**src/asc_map.vh**
```
/*
  register offsets, field positions, reset values, write masks and channel count
  for the converter sync and miscellaneous control register bank.
  assumes inclusion by asc_ctrl.v only; definitions only.
*/
`ifndef ASC_MAP_VH
`define ASC_MAP_VH

`define ASC_ADDR_W          13
`define ASC_OFS_OVR_PIN     13'h002A
`define ASC_OFS_OUT_ASSIGN  13'h002E
`define ASC_OFS_SYNC        13'h0100
`define ASC_OFS_UCT2        13'h0101

`define ASC_RST_OVR_PIN     8'h01
`define ASC_RST_ASSIGN_A    8'h00
`define ASC_RST_ASSIGN_B    8'h01
`define ASC_RST_SYNC        8'h01
`define ASC_RST_UCT2        8'h88
`define ASC_RST_OVR_OE      1'b1
`define ASC_RST_SRC_A       1'b0
`define ASC_RST_SRC_B       1'b1
`define ASC_ZERO8           8'h00

`define ASC_BIT_OVR_OE      0
`define ASC_BIT_ASSIGN      0
`define ASC_BIT_MASTER      0
`define ASC_BIT_DIV_SYNC    1
`define ASC_BIT_NEXT_ONLY   2
`define ASC_BIT_OE_PIN_EN   7
`define ASC_BIT_DET_EN      3
`define ASC_BIT_RUN_OSC     2
`define ASC_BIT_PD_OFF      0
`define ASC_MASK_SYNC       8'h07
`define ASC_MASK_UCT2       8'h8D
`define ASC_MASK_BIT0       8'h01

`define ASC_NUM_CH          2

`endif

```
**src/asc_ctrl.v**
```verilog
/*
  register bank for sync gating, output-enable pin gating, low-rate
  oscillator control, overrange pin enable and output channel assignment.
  assumes a serial port front end that presents parallel writes and reads
  synchronous to clk_sys, a sync pulse and low-rate flag already in clk_sys.
*/
`timescale 1ns/1ns
`default_nettype none
`include "asc_map.vh"

// Behaviour
// - no sync action happens unless master sync enable bit is high.
// - divider sync enable bit gates sync pulses reaching clock divider.
// - with bits 1,0 high and bit 2 low, resync divider every pulse.
// - in next-sync-only mode, divider aligns to first pulse, ignores later.
// - after next-sync-only sync, hardware clears divider sync enable bit.
// - output-enable pin honoured only when user control two bit 7 high.
// - with detect enabled, low encode rate starts internal oscillator.
// - detect bit cleared disables detector's automatic oscillator start.
// - run bit forces internal oscillator on regardless of detector.
// - pull-down bit high removes serial data pin pull-down.
module asc_ctrl (
  input  wire                    clk_sys,
  input  wire                    rst_b,
  input  wire                    reg_wr,
  input  wire                    reg_rd,
  input  wire [`ASC_ADDR_W-1:0]  reg_addr,
  input  wire [7:0]              reg_wdata,
  input  wire [`ASC_NUM_CH-1:0]  ch_index,
  output reg  [7:0]              reg_rdata,
  output wire                    reg_ack,
  output wire                    reg_err,
  input  wire                    sync_in,
  input  wire                    low_rate_seen,
  input  wire                    output_enable_pin_active_low,
  output reg                     div_sync_pulse,
  output reg                     outputs_enabled,
  output reg                     low_rate_internal_oscillator,
  output reg                     sdio_pulldown_on,
  output reg  [`ASC_NUM_CH-1:0]  overrange_pin_en,
  output reg  [`ASC_NUM_CH-1:0]  channel_source_b
);

  reg  [7:0]             sync_control;
  reg  [7:0]             user_control_two;
  reg  [`ASC_NUM_CH-1:0] ovr_bit;
  reg  [`ASC_NUM_CH-1:0] assign_bit;
  wire                   sync_fire;
  wire                   hit_sync;
  wire                   hit_uct2;
  wire                   hit_ovr;
  wire                   hit_asg;

  function is_addr;
    input [`ASC_ADDR_W-1:0] a;
    input [`ASC_ADDR_W-1:0] ofs;
    begin
      is_addr = (a == ofs);
    end
  endfunction

  assign hit_sync = is_addr(reg_addr, `ASC_OFS_SYNC);
  assign hit_uct2 = is_addr(reg_addr, `ASC_OFS_UCT2);
  assign hit_ovr  = is_addr(reg_addr, `ASC_OFS_OVR_PIN);
  assign hit_asg  = is_addr(reg_addr, `ASC_OFS_OUT_ASSIGN);
  assign reg_ack  = reg_wr | reg_rd;
  // unmapped access is acknowledged but flagged; reads return zero
  assign reg_err  = reg_ack & ~(hit_sync | hit_uct2 | hit_ovr | hit_asg);

  // pulse reaches divider only through both enables
  assign sync_fire = sync_in & sync_control[`ASC_BIT_MASTER]
                   & sync_control[`ASC_BIT_DIV_SYNC];

  // hardware clear wins over a host write in the same cycle, so the
  // one-shot cannot be re-armed by a write racing the pulse
  always @(posedge clk_sys or negedge rst_b) begin
    if (!rst_b) begin
      sync_control <= `ASC_RST_SYNC;
    end else if (sync_fire && sync_control[`ASC_BIT_NEXT_ONLY]) begin
      sync_control[`ASC_BIT_DIV_SYNC] <= 1'b0;
    end else if (reg_wr && hit_sync) begin
      sync_control <= reg_wdata & `ASC_MASK_SYNC;
    end
  end

  always @(posedge clk_sys or negedge rst_b) begin
    if (!rst_b) begin
      user_control_two <= `ASC_RST_UCT2;
      div_sync_pulse   <= 1'b0;
    end else begin
      if (reg_wr && hit_uct2) begin
        user_control_two <= reg_wdata & `ASC_MASK_UCT2;
      end
      div_sync_pulse <= sync_fire;
    end
  end

  genvar g;
  generate
    for (g = 0; g < `ASC_NUM_CH; g = g + 1) begin : g_ch
      always @(posedge clk_sys or negedge rst_b) begin
        if (!rst_b) begin
          ovr_bit[g]    <= `ASC_RST_OVR_OE;
          assign_bit[g] <= (g == 0) ? `ASC_RST_SRC_A : `ASC_RST_SRC_B;
        end else begin
          if (reg_wr && hit_ovr && ch_index[g]) begin
            ovr_bit[g] <= reg_wdata[`ASC_BIT_OVR_OE];
          end
          if (reg_wr && hit_asg && ch_index[g]) begin
            assign_bit[g] <= reg_wdata[`ASC_BIT_ASSIGN];
          end
        end
      end
    end
  endgenerate

  always @(posedge clk_sys or negedge rst_b) begin
    if (!rst_b) begin
      outputs_enabled              <= 1'b1;
      low_rate_internal_oscillator <= 1'b0;
      sdio_pulldown_on             <= 1'b1;
      overrange_pin_en             <= {`ASC_NUM_CH{1'b1}};
      channel_source_b             <= {`ASC_NUM_CH{1'b0}};
    end else begin
      outputs_enabled  <= ~(user_control_two[`ASC_BIT_OE_PIN_EN]
                          & output_enable_pin_active_low);
      low_rate_internal_oscillator <= user_control_two[`ASC_BIT_RUN_OSC]
        | (user_control_two[`ASC_BIT_DET_EN] & low_rate_seen);
      sdio_pulldown_on <= ~user_control_two[`ASC_BIT_PD_OFF];
      overrange_pin_en <= ovr_bit;
      channel_source_b <= assign_bit;
    end
  end

  // read data: first indexed channel answers for local registers
  always @* begin
    reg_rdata = `ASC_ZERO8;
    if (reg_rd) begin
      if (hit_sync) begin
        reg_rdata = sync_control;
      end else if (hit_uct2) begin
        reg_rdata = user_control_two;
      end else if (hit_ovr) begin
        reg_rdata = {7'h00, (ch_index[0] ? ovr_bit[0] : ovr_bit[1])};
      end else if (hit_asg) begin
        reg_rdata = {7'h00, (ch_index[0] ? assign_bit[0] : assign_bit[1])};
      end
    end
  end

endmodule
`default_nettype wire

```
**config.mk**
```make
export PLATFORM = sky130hd
export DESIGN_NAME = asc_ctrl
export DESIGN_NICKNAME = d
export VERILOG_FILES = /design/src/asc_ctrl.v
export VERILOG_INCLUDE_DIRS = /design/src
export SDC_FILE = /design/constraint.sdc
export NUM_CORES = 1
export LEC_CHECK = 0
export ABC_AREA = 1
export ABC_CLOCK_PERIOD_IN_PS = 1000
export BUFFER_PORTS_ARGS = -buffer_cell sky130_fd_sc_hd__buf_4
export CAP_MARGIN = 40
export CORE_MARGIN = 3
export CORE_UTILIZATION = 41
export CTS_CLUSTER_DIAMETER = 40
export DETAILED_ROUTE_END_ITERATION = 12
export PLACE_DENSITY = 0.74
export SLEW_MARGIN = 30
export SYNTH_ARGS = -nofsm -noshare
export SYNTH_HDL_FRONTEND = slang
export SYNTH_SLANG_ARGS = --single-unit
export TNS_END_PERCENT = 10
```
**constraint.sdc**
```tcl
create_clock -name clk_sys -period 1 [get_ports clk_sys]
set_input_delay 0.15 -clock clk_sys [delete_from_list [all_inputs] [get_ports clk_sys]]
set_output_delay 0.15 -clock clk_sys [all_outputs]
set_load 0.02 [all_outputs]
```
After elaboration in Yosys (flattened, before gate mapping)
Cells that the tools add are included.
Widths: inputs -> output; s select.
{ "totals": {"reg_bits": 19} }
{ "op_classes": {"n_bitwise": 14, "reduce_logical": 11, "mux": 9, "eq_ne": 4} }
{ "op_table": {"columns": ["operator", "count"], "rows": [
  ["$eq 13x6->1 const B", 2],
  ["$eq 13x9->1 const B", 2],
  ["$mux 8", 3],
  ["$logic_and 1x1->1", 9],
  ["$and 1x1->1", 5],
  ["$mux 1", 5],
  ["$or 1x1->1", 5],
  ["$not 1->1", 4],
  ["$mux 2", 1],
  ["$reduce_and 2->1", 1],
  ["$reduce_bool 2->1", 1]
]} }

Logic depth before layout (Yosys ltp)
Gate-level depths: netlist of run 1.
{ "depth": {"ltp_word": 6, "mapped_depth": 9, "ltp_nobuf": 9} }

Least setup slack after synthesis of run 1
OpenSTA, ideal clock, no wires.
{ "synth_timing": {"path_type": "register -> output", "start": "register assign_bit[1]", "end": "output port reg_rdata[0]", "t_arrival_ns": 1.200, "path_stages_with_launch": 7, "path_slack_ns": -0.350, "path_cell_list": "dfstp_2 > inv_1 > o21ai_0 > nand3_1 > nand2_1 > nand2_1 > a21oi_1"} }
{ "synth_between": {"elab_chain_cells": 6} }
{ "synth_rtl": {"columns": ["item", "line_no", "rtl"], "rows": [
  ["start, declared", "asc_ctrl.v:47", "reg [`ASC_NUM_CH-1:0] assign_bit;"],
  ["start signal, assigned by index", "asc_ctrl.v:104", "assign_bit[g] <= (g == 0) ? `ASC_RST_SRC_A : `ASC_RST_SRC_B;"],
  ["start signal, assigned by index", "asc_ctrl.v:110", "assign_bit[g] <= reg_wdata[`ASC_BIT_ASSIGN];"],
  ["$mux 1", "asc_ctrl.v:146", "reg_rdata = {7'h00, (ch_index[0] ? assign_bit[0] : assign_bit[1])};"],
  ["$mux 1", "asc_ctrl.v:145", "end else if (hit_asg) begin"],
  ["$mux 1", "asc_ctrl.v:143", "end else if (hit_ovr) begin"],
  ["$mux 8", "asc_ctrl.v:141", "end else if (hit_uct2) begin"],
  ["$mux 8", "asc_ctrl.v:139", "if (hit_sync) begin"],
  ["$mux 8", "asc_ctrl.v:138", "if (reg_rd) begin"],
  ["end, declared", "asc_ctrl.v:30", "output reg [7:0] reg_rdata,"]
]} }
Every way passes these cells.

Final worst setup path of run 1
{ "layout_timing": {"start": "register ovr_bit[0]", "end": "output port reg_rdata[0]"} }
{ "layout_between": {"elab_chain_cells": 5} }
{ "layout_rtl": {"columns": ["item", "line_no", "rtl"], "rows": [
  ["start, declared", "asc_ctrl.v:46", "reg [`ASC_NUM_CH-1:0] ovr_bit;"],
  ["start signal, assigned by index", "asc_ctrl.v:103", "ovr_bit[g] <= `ASC_RST_OVR_OE;"],
  ["start signal, assigned by index", "asc_ctrl.v:107", "ovr_bit[g] <= reg_wdata[`ASC_BIT_OVR_OE];"],
  ["$mux 1", "asc_ctrl.v:144", "reg_rdata = {7'h00, (ch_index[0] ? ovr_bit[0] : ovr_bit[1])};"],
  ["$mux 1", "asc_ctrl.v:143", null],
  ["$mux 8", "asc_ctrl.v:141", null],
  ["$mux 8", "asc_ctrl.v:139", null],
  ["$mux 8", "asc_ctrl.v:138", null]
]} }
Every way passes these cells.

==> flow_summary.yaml, run 1 <==
outcome:
  status: "complete, but fails checks"
  violations: "negative setup slack"
clocking:
  root_buffer: "clkbuf_4"
  tritoncts: "yes"
  clkTransAtPathRegs_ps: 110
  cts_max_path_buffers: 2
  h-tree-depth: 1
  clock_sink_count: 19
  cts_made_buffers: 3
  worstSkewPairLatency_ps: 300
yosys:
  ys_types: 21
  synth_area_sq_um: 1030
  synth_ff_type: "dfstp_2"
  synth_commonest_cells: "38 x nand2_1, 21 x inv_1, 13 x nor2_1"
  postSynthCellCount: 136
  synth-edff-count: 0
  yosysMostFrequentCell: "nand2_1"
  async_flop_share_pct: 100
  synth-seq-area-share_pct: 47.2
  synth_warnings: 0
  syn_avg_cell_area_sq_um: 7.60
  ys_ff_latch: 19
  yosysTopAreaCellShare_pct: 25.4
  synth_largest_area_cell: "dfstp_2"
  synth_area_leaders: "dfstp_2 25%, dfrtp_1 22%, nand2_1 14%"
power:
  leakagePower_nw: 0.846
  swShare_pct: 25.6
  combPwrFrac_pct: 16.3
  p_seq_share_pct: 55.4
  p_int_mw: 1.04
  ir_drop_mv: 0.663
  p_per_area_nw_per_um2: 841
  p_switching_mw: 0.357
  clkPwrFrac_pct: 28.3
layout:
  drive_gt1_share_pct: 52.2
  area_growth_pct: 60.4
  n_fill_cell: 183
  diodes: 0
  final_nets: 234
  fin_util_pct: 72.2
  stdcell_count: 231
sta:
  setup_violations: 13
  maxSlewViolCount: 0
  fmax_mhz: 608
  period_minus_slack_ps: 1640
  rsz0062_at_grt: "true"
  hold_viol: 0
  fin_skew_ps: 3.80
  fin_ws_ps: -644
  timing.final.crit_share_pct: 164
drt:
  first_pass_iters: 4
  dr_total_vias: 1078
  antenna_left: 0
  dr.first_iter.drc_count: 21
  wl_um: 2630
  wl_per_cell_um: 11.4
  vias_per_cell: 4.67
  route.detailed.drc: 0
die:
  std_cell_rows: 17
  io_pins: 48
  dieWidth_um: 56.2
  coreArea_sq_um: 2300
  initial_utilization_pct: 45.0
  die-area_sq_um: 3160
  die_h_um: 56.2
worst_setup_path:
  worstPathRequired_ps: 850
  crit_fanout: 2
  startpoint_type: "flip-flop"
  arrival_ps: 1490
  r2r_slack_ps: -150
  crit_type: "reg2out"
  end_kind: "output pin"
placed_design:
  place_congestion: 0.829
  io_buffers: 41
  dp_cells: 224
  dp_hpwl_um: 2110
global_routing:
  grt_pass1_wl_um: 4370
  grt_max_degree: 20
  grt_overflow: 0
  grt_antenna_before_repair: 0
  first_global_vias: 1093
  grt_usage_pct: 17.3
job:
  drv_cap: 0
worst_hold_path:
  hold_path.class: "in2reg"
==> power by group through the flow <==
stage	Combinational (mW)	Clock (mW)	Sequential [mW]
floorplan	0.0741	0	0.787
global route	0.247	0.446	0.773
detailed placement	0.215	0	0.786
CTS	0.224	0.408	0.773
finish	0.227	0.394	0.773
global placement	0.208	0	0.786
==> registers in the layout, indices dropped and copies added (netlist names) <==
name                          cells
assign_bit                        2
channel_source_b                  2
div_sync_pulse                    1
low_rate_internal_oscillator      1
outputs_enabled                   1
overrange_pin_en                  2
ovr_bit                           2
sdio_pulldown_on                  1
sync_control                      3
user_control_two                  4
==> repair_timing <==
action,CTS,global route
gates cloned,0,0
pin swaps,3,3
setup endpoints to repair,13,23
hold endpoints to repair,20,0
gates resized for setup,11,12
hold buffers,2,0
setup buffers,0,1
==> layout make-up <==
cell class                 count  area, sq um  area share [%]
sequential                    19          488            29.4
timing repair buffer          64          523            31.5
inverter                      22         82.6            4.98
tap                           28         35.0            2.11
clock inverter                 1         5.00           0.302
clock buffer                   3         22.5            1.36
multi-input combinational     94          502            30.3
==> routing by layer <==
metal / up-vias / part of all wire, % / GRT usage [%]
met5: - / 0 / 0
met4: 0 / 1.4 / 4.07
met3: 4 / 5.0 / 3.71
met2: 33 / 53 / 32.9
met1: 494 / 41 / 19.4
li1: 547 / - / -
==> final timing paths <==
path,from,to,depth (start not counted)
max,ovr_bit[0]$_DFFE_PN1P_,reg_rdata[0],9
min,reg_wdata[7],user_control_two[7]$_DFFE_PN1P_,3
max reg2reg,sync_control[0]$_DFFE_PN1P_,sync_control[2]$_DFFE_PN0P_,7
min reg2reg,user_control_two[3]$_DFFE_PN1P_,user_control_two[3]$_DFFE_PN1P_,2
max in group asynchronous,rst_b,user_control_two[3]$_DFFE_PN1P_,2
min in group asynchronous,rst_b,user_control_two[0]$_DFFE_PN0P_,2
==> cells by family after synthesis <==
family	after synthesis	share of synthesized area, %
AOI/OAI and AO/OA	15	7.51
DFF	19	47.2
other	1	0.363
buffers and inverters	25	10.2
and+or+nand+nor	76	34.7
==> worst max-delay path, stage by stage, from the launching register on <==
cell and delay [ps]:
dfstp_2 560, inv_2 30, nand2_1 40, o21ai_1 60, nand3_1 70, nand2_1 50
inv_1 60, nand2_2 60, a21oi_4 130, buf_6 130
==> per-stage QoR <==
| step | instance area, sq um | power (mW) | hold WS, ps | setup slack (ps) | TNS (ps) |
|---|---|---|---|---|---|
| CTS | 1610 | 1.41 | 39.9 | -651 | -2800 |
| detailed placement | 1530 | 1.00 | 33.4 | -375 | -4560 |
| floorplan | 1060 | 0.861 | -146 | -212 | -807 |
| finish | 1660 | 1.39 | 47.0 | -644 | -2770 |
| global route | 1660 | 1.47 | 26.9 | -736 | -3750 |
| global placement | 1530 | 0.994 | 31.9 | -357 | -4240 |
==> cell usage in the layout (no fill, tap or decap), drive strengths merged <==
cell type    Yosys  layout
clkbuf           0       3
or2              1       1
o211ai           1       1
and2             1       1
buf              3      62
nand3            9       9
inv             22      22
dfstp           10      10
clkinv           0       1
nor2            20      20
a21oi            2       2
dlygate4sd3      0       2
conb             1       3
dfrtp            9       9
o21ai           12      12
nor3             2       2
nand2           41      41
nand4            2       2
(Power assumes the default switching activity.)
==> run 2: changes to the inputs <==
ABC_AREA = default   (was 1)
CORE_UTILIZATION = 37   (was 41)
PLACE_DENSITY = 0.7   (was 0.74)
==> run 2 against run 1 <==
The flow still finishes with violations (negative setup slack). Area after synthesis is 8.8% lower. Synthesized cell count shrank 46%. Routed wire length decreased by 6.0%. Largest power group unchanged.
==> flow_summary.yaml, run 2 <==
global_routing:
  grt_max_degree: 20
  first_global_vias: 892
  grt_pass1_wl_um: 4020
  grt_antenna_before_repair: 0
  grt_usage_pct: 16.2
  grt_overflow: 0
drt:
  wl_per_cell_um: 14.8
  route.detailed.drc: 0
  wl_um: 2470
  vias_per_cell: 4.96
  dr_total_vias: 828
  first_pass_iters: 4
  antenna_left: 0
  dr.first_iter.drc_count: 13
worst_setup_path:
  end_kind: "output pin"
  crit_fanout: 2
  cp_common_cell: "buf_6"
  crit_type: "in2out"
  r2r_slack_ps: -210
  worstPathCellList: "buf_6, or4_4, buf_6, nor4_4, nand2_1, a221oi_4, buf_6"
  startpoint_type: "input pin"
  crit_family: "simple AND/OR/NAND/NOR gates"
  worstPathRequired_ps: 850
  max_stage_delay_ps: 560
  path_buf_inv: 3
  slowest_stage: "or4_4"
  arrival_ps: 1780
power:
  p_per_area_nw_per_um2: 859
  finalPower_mw: 1.39
  leakagePower_nw: 0.777
  ir_drop_mv: 0.647
layout:
  n_fill_cell: 161
  area_growth_pct: 71.8
  largest_reg_flops: 4
  diodes: 0
  top_register: "user_control_two"
  final_nets: 170
  multi_input_area_sq_um: 505
  final_common_cell: "buf_4"
  largestRegisters: "user_control_two: 4 flops, sync_control: 3 flops"
  register_area_sq_um: 488
  fin_util_pct: 69.8
  final_cell_mix: "41 x buf_4, 20 x buf_6, 10 x dfstp_2"
  drive_gt1_share_pct: 71.9
worst_hold_path:
  hold_path.class: "in2reg"
clocking:
  tritoncts: "yes"
  h-tree-depth: 1
  cts_made_buffers: 3
  worstSkewPairLatency_ps: 290
  clock_sink_count: 19
  cts_max_path_buffers: 2
  root_buffer: "clkbuf_4"
  clkTransAtPathRegs_ps: 100
die:
  die-area_sq_um: 3190
  std_cell_rows: 17
  dieWidth_um: 56.5
  die_h_um: 56.5
  coreArea_sq_um: 2320
  initial_utilization_pct: 40.6
  io_pins: 48
yosys:
  ys_types: 32
  yosysTopAreaCellShare_pct: 27.9
  synth-seq-area-share_pct: 51.8
  synth_area_leaders: "dfstp_2 28%, dfrtp_1 24%, mux2_2 8.4%"
  syn_avg_cell_area_sq_um: 12.9
  yosysMostFrequentCell: "dfstp_2"
  synth_ff_type: "dfstp_2"
  synth-edff-count: 0
  ys_ff_latch: 19
  postSynthCellCount: 73
  synth_warnings: 0
  synth_largest_area_cell: "dfstp_2"
  synth_area_sq_um: 942
  synth_commonest_cells: "10 x dfstp_2, 9 x dfrtp_1, 7 x mux2_2"
  async_flop_share_pct: 100
placed_design:
  dp_hpwl_um: 1770
  place_congestion: 0.794
  io_buffers: 41
sta:
  maxSlewViolCount: 0
  timing.final.crit_share_pct: 193
  period_minus_slack_ps: 1930
  fin_ws_ps: -931
  rsz0062_at_grt: "true"
  fmax_mhz: 518
  hold_viol: 0
  fin_skew_ps: 0.527
  setup_violations: 21
outcome:
  status: "complete, but fails checks"
  violations: "negative setup slack"
job:
  drv_cap: 0
run 2: cell types whose count changed after synthesis, moves of 7 or more:
cell     delta
mux2_2      +7
inv_1      -18
nand2_1    -34
nor2_1     -11
o21ai_1     -9
run 2: path summary, 6_finish.rpt:
kind | from | endpoint | cells past startpoint
max | reg_addr[10] | reg_rdata[0] | 7
min | low_rate_seen | low_rate_internal_oscillator$_DFF_PN0_ | 2
min reg2reg | assign_bit[1]$_DFFE_PN1P_ | channel_source_b[1]$_DFF_PN0_ | 0
max reg2reg | sync_control[0]$_DFFE_PN1P_ | sync_control[0]$_DFFE_PN1P_ | 4
max in group asynchronous | rst_b | sync_control[0]$_DFFE_PN1P_ | 2
min in group asynchronous | rst_b | channel_source_b[1]$_DFF_PN0_ | 2
run 2: cell type report:
cell class / instances / share of cell area [%]
repair buffers: 63 / 34.2
multi-input cells: 50 / 31.2
flip-flops and latches: 19 / 30.1
well taps: 28 / 2.16
clock buffers: 4 / 1.62
inverters: 3 / 0.696
run 2: layer usage:
layer  GRT usage [%]  vias up  share of wire (%)  routed length, um
li1                -      393                  -                  -
met1            19.4      394                 38                950
met2            27.6       34                 54               1330
met3            2.76        7                4.7                115
met4            8.47        0                2.9                 71
met5               0        -                  0                  0
run 2: stage by stage:
step	TNS (ps)	instance area, sq um	std cells	setup WS (ps)	hold slack [ps]
after floorplan	-10070	973	75	-753	-146
after global placement	-13000	1420	158	-833	31.7
after detailed placement	-13420	1420	158	-873	36.0
after CTS	-11350	1550	167	-872	60.2
after global routing	-12230	1620	167	-968	55.1
final	-11470	1620	167	-931	59.0
run 2: cells by family (layout without fill, tap and decap cells):
| family | count (synthesis) | count (layout) | share of synthesized area (%) |
|---|---|---|---|
| multiplexers | 12 | 12 | 15.3 |
| buffers and inverters | 6 | 70 | 3.59 |
| flip-flops | 19 | 19 | 51.8 |
| AND/OR/NAND/NOR | 30 | 30 | 25.2 |
| AO/OA/AOI/OAI | 5 | 5 | 3.72 |
| other | 1 | 3 | 0.398 |
run 2: power by group:
group	leakage [nW]	switching [mW]	total [mW]	internal (mW)
Sequential	0.229	0.000904	0.773	0.772
Combinational	0.533	0.103	0.233	0.130
Clock	0.0150	0.228	0.384	0.155
Total	0.777	0.333	1.39	1.06
run 2: timing repair:
item / in CTS / in global routing
gates resized for setup: 15 / 17
setup endpoints to repair: 22 / 26
pin swaps: 8 / 5
hold buffers: 2 / 0
setup buffers: 3 / 0
endpoints found under the hold margin: 20 / 0
==> run 3: changes to the inputs <==
--- a/config.mk
+++ b/config.mk
@@ -10,9 +10,11 @@
 export BUFFER_PORTS_ARGS = -buffer_cell sky130_fd_sc_hd__buf_4
 export CAP_MARGIN = 40
+export CELL_PAD_IN_SITES_DETAIL_PLACEMENT = 0
+export CELL_PAD_IN_SITES_GLOBAL_PLACEMENT = 2
 export CORE_MARGIN = 3
-export CORE_UTILIZATION = 37
+export CORE_UTILIZATION = 24
 export CTS_CLUSTER_DIAMETER = 40
 export DETAILED_ROUTE_END_ITERATION = 12
-export PLACE_DENSITY = 0.7
+export PLACE_DENSITY_LB_ADDON = 0.1
 export SLEW_MARGIN = 30
 export SYNTH_ARGS = -nofsm -noshare
==> constraint.sdc (replaced) <==
create_clock -name clk_sys -period 1 [get_ports clk_sys]
set_input_delay 0 -clock clk_sys [delete_from_list [all_inputs] [get_ports clk_sys]]
set_output_delay 0 -clock clk_sys [all_outputs]
set_load 0.02 [all_outputs]
==> run 3 against run 2 <==
The flow still finishes with violations (negative setup slack). Global-route usage down 5.5 points. Fmax up 24%. Cell count up 14%. Clock skew about the same. Final area down 0.62%. Critical path depth down 3. Sequential power about the same. First-iteration DRC count up 38%. Routed wire length down 5.3%. Register-to-register slack about the same. Count of clock-buffer cells in the layout unchanged. Critical endpoint unchanged. Largest cell class unchanged.
==> flow_summary.yaml, run 3 (same netlist as run 2, synthesis figures left out) <==
outcome:
  status: "complete, but fails checks"
  violations: "negative setup slack"
job:
  drv_cap: 0
layout:
  design_area_sq_um: 1610
  largestRegisters: "user_control_two: 4 flops, sync_control: 3 flops"
  drive_gt1_share_pct: 68.3
  largest_reg_flops: 4
  n_fill_cell: 386
  top_register: "user_control_two"
  final_common_cell: "buf_4"
  area_growth_pct: 70.8
  final_cell_mix: "54 x buf_4, 10 x dfstp_2, 9 x dfrtp_1"
  stdcell_count: 190
  diodes: 0
  final_nets: 173
clocking:
  cts_max_path_buffers: 2
  clkTransAtPathRegs_ps: 70
  worstSkewPairLatency_ps: 250
  h-tree-depth: 1
  root_buffer: "clkbuf_8"
  tritoncts: "yes"
  cts_made_buffers: 3
  clock_sink_count: 19
worst_setup_path:
  crit_fanout: 2
  r2r_slack_ps: -200
  rr_startpoint: "sync_control[0]$_DFFE_PN1P_"
  arrival_ps: 1560
  worstPathRequired_ps: 1000
  crit_type: "reg2out"
  end_kind: "output pin"
  reg2reg_to: "sync_control[0]$_DFFE_PN1P_"
  startpoint_type: "flip-flop"
  ff2ff_path_depth: 4
die:
  std_cell_rows: 22
  io_pins: 48
  initial_utilization_pct: 25.4
  die_h_um: 68.7
  dieWidth_um: 68.7
  coreArea_sq_um: 3720
  die-area_sq_um: 4710
power:
  ir_drop_mv: 0.356
  p_per_area_nw_per_um2: 947
  leakagePower_nw: 0.779
sta:
  rsz0062_at_grt: "true"
  period_minus_slack_ps: 1560
  hold_viol: 0
  fin_skew_ps: 0.869
  fin_ws_ps: -559
  fmax_mhz: 641
  fin_tns_setup_ps: -6180
  maxSlewViolCount: 0
  setup_violations: 17
  timing.hold.ws_ps: 34.3
  timing.final.crit_share_pct: 156
placed_design:
  dp_hpwl_um: 1920
  io_buffers: 41
  place_congestion: 0.713
  placed_area_sq_um: 1440
  dp_cells: 179
drt:
  dr_total_vias: 801
  route.detailed.drc: 0
  wl_per_cell_um: 12.3
  vias_per_cell: 4.22
  antenna_left: 0
  first_pass_iters: 2
  wl_um: 2340
  dr.first_iter.drc_count: 18
global_routing:
  grt_usage_pct: 10.8
  grt_pass1_wl_um: 3660
  grt_overflow: 0
  first_global_vias: 795
  grt_antenna_before_repair: 0
  grt_max_degree: 20
worst_hold_path:
  hold_path.class: "in2reg"
  hp-start: "reg_wdata[1]"
  min_path_cells: 3
  holdPathEnd: "sync_control[1]$_DFFE_PN0P_"
-- run 3: cell types whose count changed in the layout (fill, tap and decap cells not counted), moves of 3 or more --
cell | before | now
clkbuf_4 | 3 | 0
buf_4 | 41 | 54
buf_6 | 20 | 6
dlygate4sd3_1 | 2 | 6
clkbuf_8 | 0 | 3
-- run 3: through the flow --
step | power [mW] | setup WS [ps] | utilization [%]
2_1_floorplan | 0.845 | -480 | -
3_3_place_gp | 0.982 | -710 | 38.7
3_5_place_dp | 0.986 | -722 | 38.7
4_1_cts | 1.55 | -596 | 42.6
5_1_grt | 1.60 | -622 | 43.3
6_report | 1.52 | -559 | 43.3
-- run 3: final cells by class --
| type | instances | area (sq um) | share of cell area [%] |
|---|---|---|---|
| repair buffers | 66 | 533 | 33.1 |
| flip-flops and latches | 19 | 488 | 30.3 |
| inverters | 3 | 11.3 | 0.700 |
| multi-input cells | 50 | 472 | 29.3 |
| clock buffers | 4 | 45.0 | 2.80 |
| well taps | 48 | 60.1 | 3.73 |
-- run 3: routing by layer --
| layer | routed length, um | up-vias | share of wire, % | track usage [%] |
|---|---|---|---|---|
| met4 | 21 | 0 | 0.90 | 4.47 |
| met3 | 129 | 2 | 5.5 | 1.94 |
| met2 | 1210 | 26 | 52 | 17.9 |
| met1 | 974 | 375 | 42 | 13.6 |
| li1 | - | 398 | - | - |
| met5 | 0 | - | 0 | 0 |
-- run 3: worst max-delay path by stage --
stage / startpoint / slack, ps / endpoint
after floorplan: reg_addr[9] / -480 / assign_bit[0]$_DFFE_PN0P_
after global placement: reg_addr[9] / -710 / user_control_two[2]$_DFFE_PN0P_
after detailed placement: reg_addr[9] / -720 / user_control_two[2]$_DFFE_PN0P_
after CTS: reg_addr[9] / -600 / reg_rdata[0]
after global routing: ovr_bit[1]$_DFFE_PN1P_ / -620 / reg_rdata[0]
final: ovr_bit[1]$_DFFE_PN1P_ / -560 / reg_rdata[0]
-- run 3: worst max-delay path, cell delays in order (launching register included) --
cell      delay (ps)
dfstp_2          540
mux4_2           230
nand2_1           60
a221oi_2         290
buf_4            190
-- run 3: power by group --
| group | leakage, nW | internal [mW] | switching [mW] | total, mW |
|---|---|---|---|---|
| Combinational | 0.527 | 0.126 | 0.0958 | 0.221 |
| Sequential | 0.229 | 0.772 | 0.000649 | 0.773 |
| Clock | 0.0228 | 0.283 | 0.247 | 0.530 |
-- run 3: repair_timing --
item	in CTS	in global routing
pin swaps	3	4
endpoints found under the setup margin	17	17
gates resized for setup	9	6
hold buffers	6	0
hold endpoints to repair	25	0
setup buffers	1	0
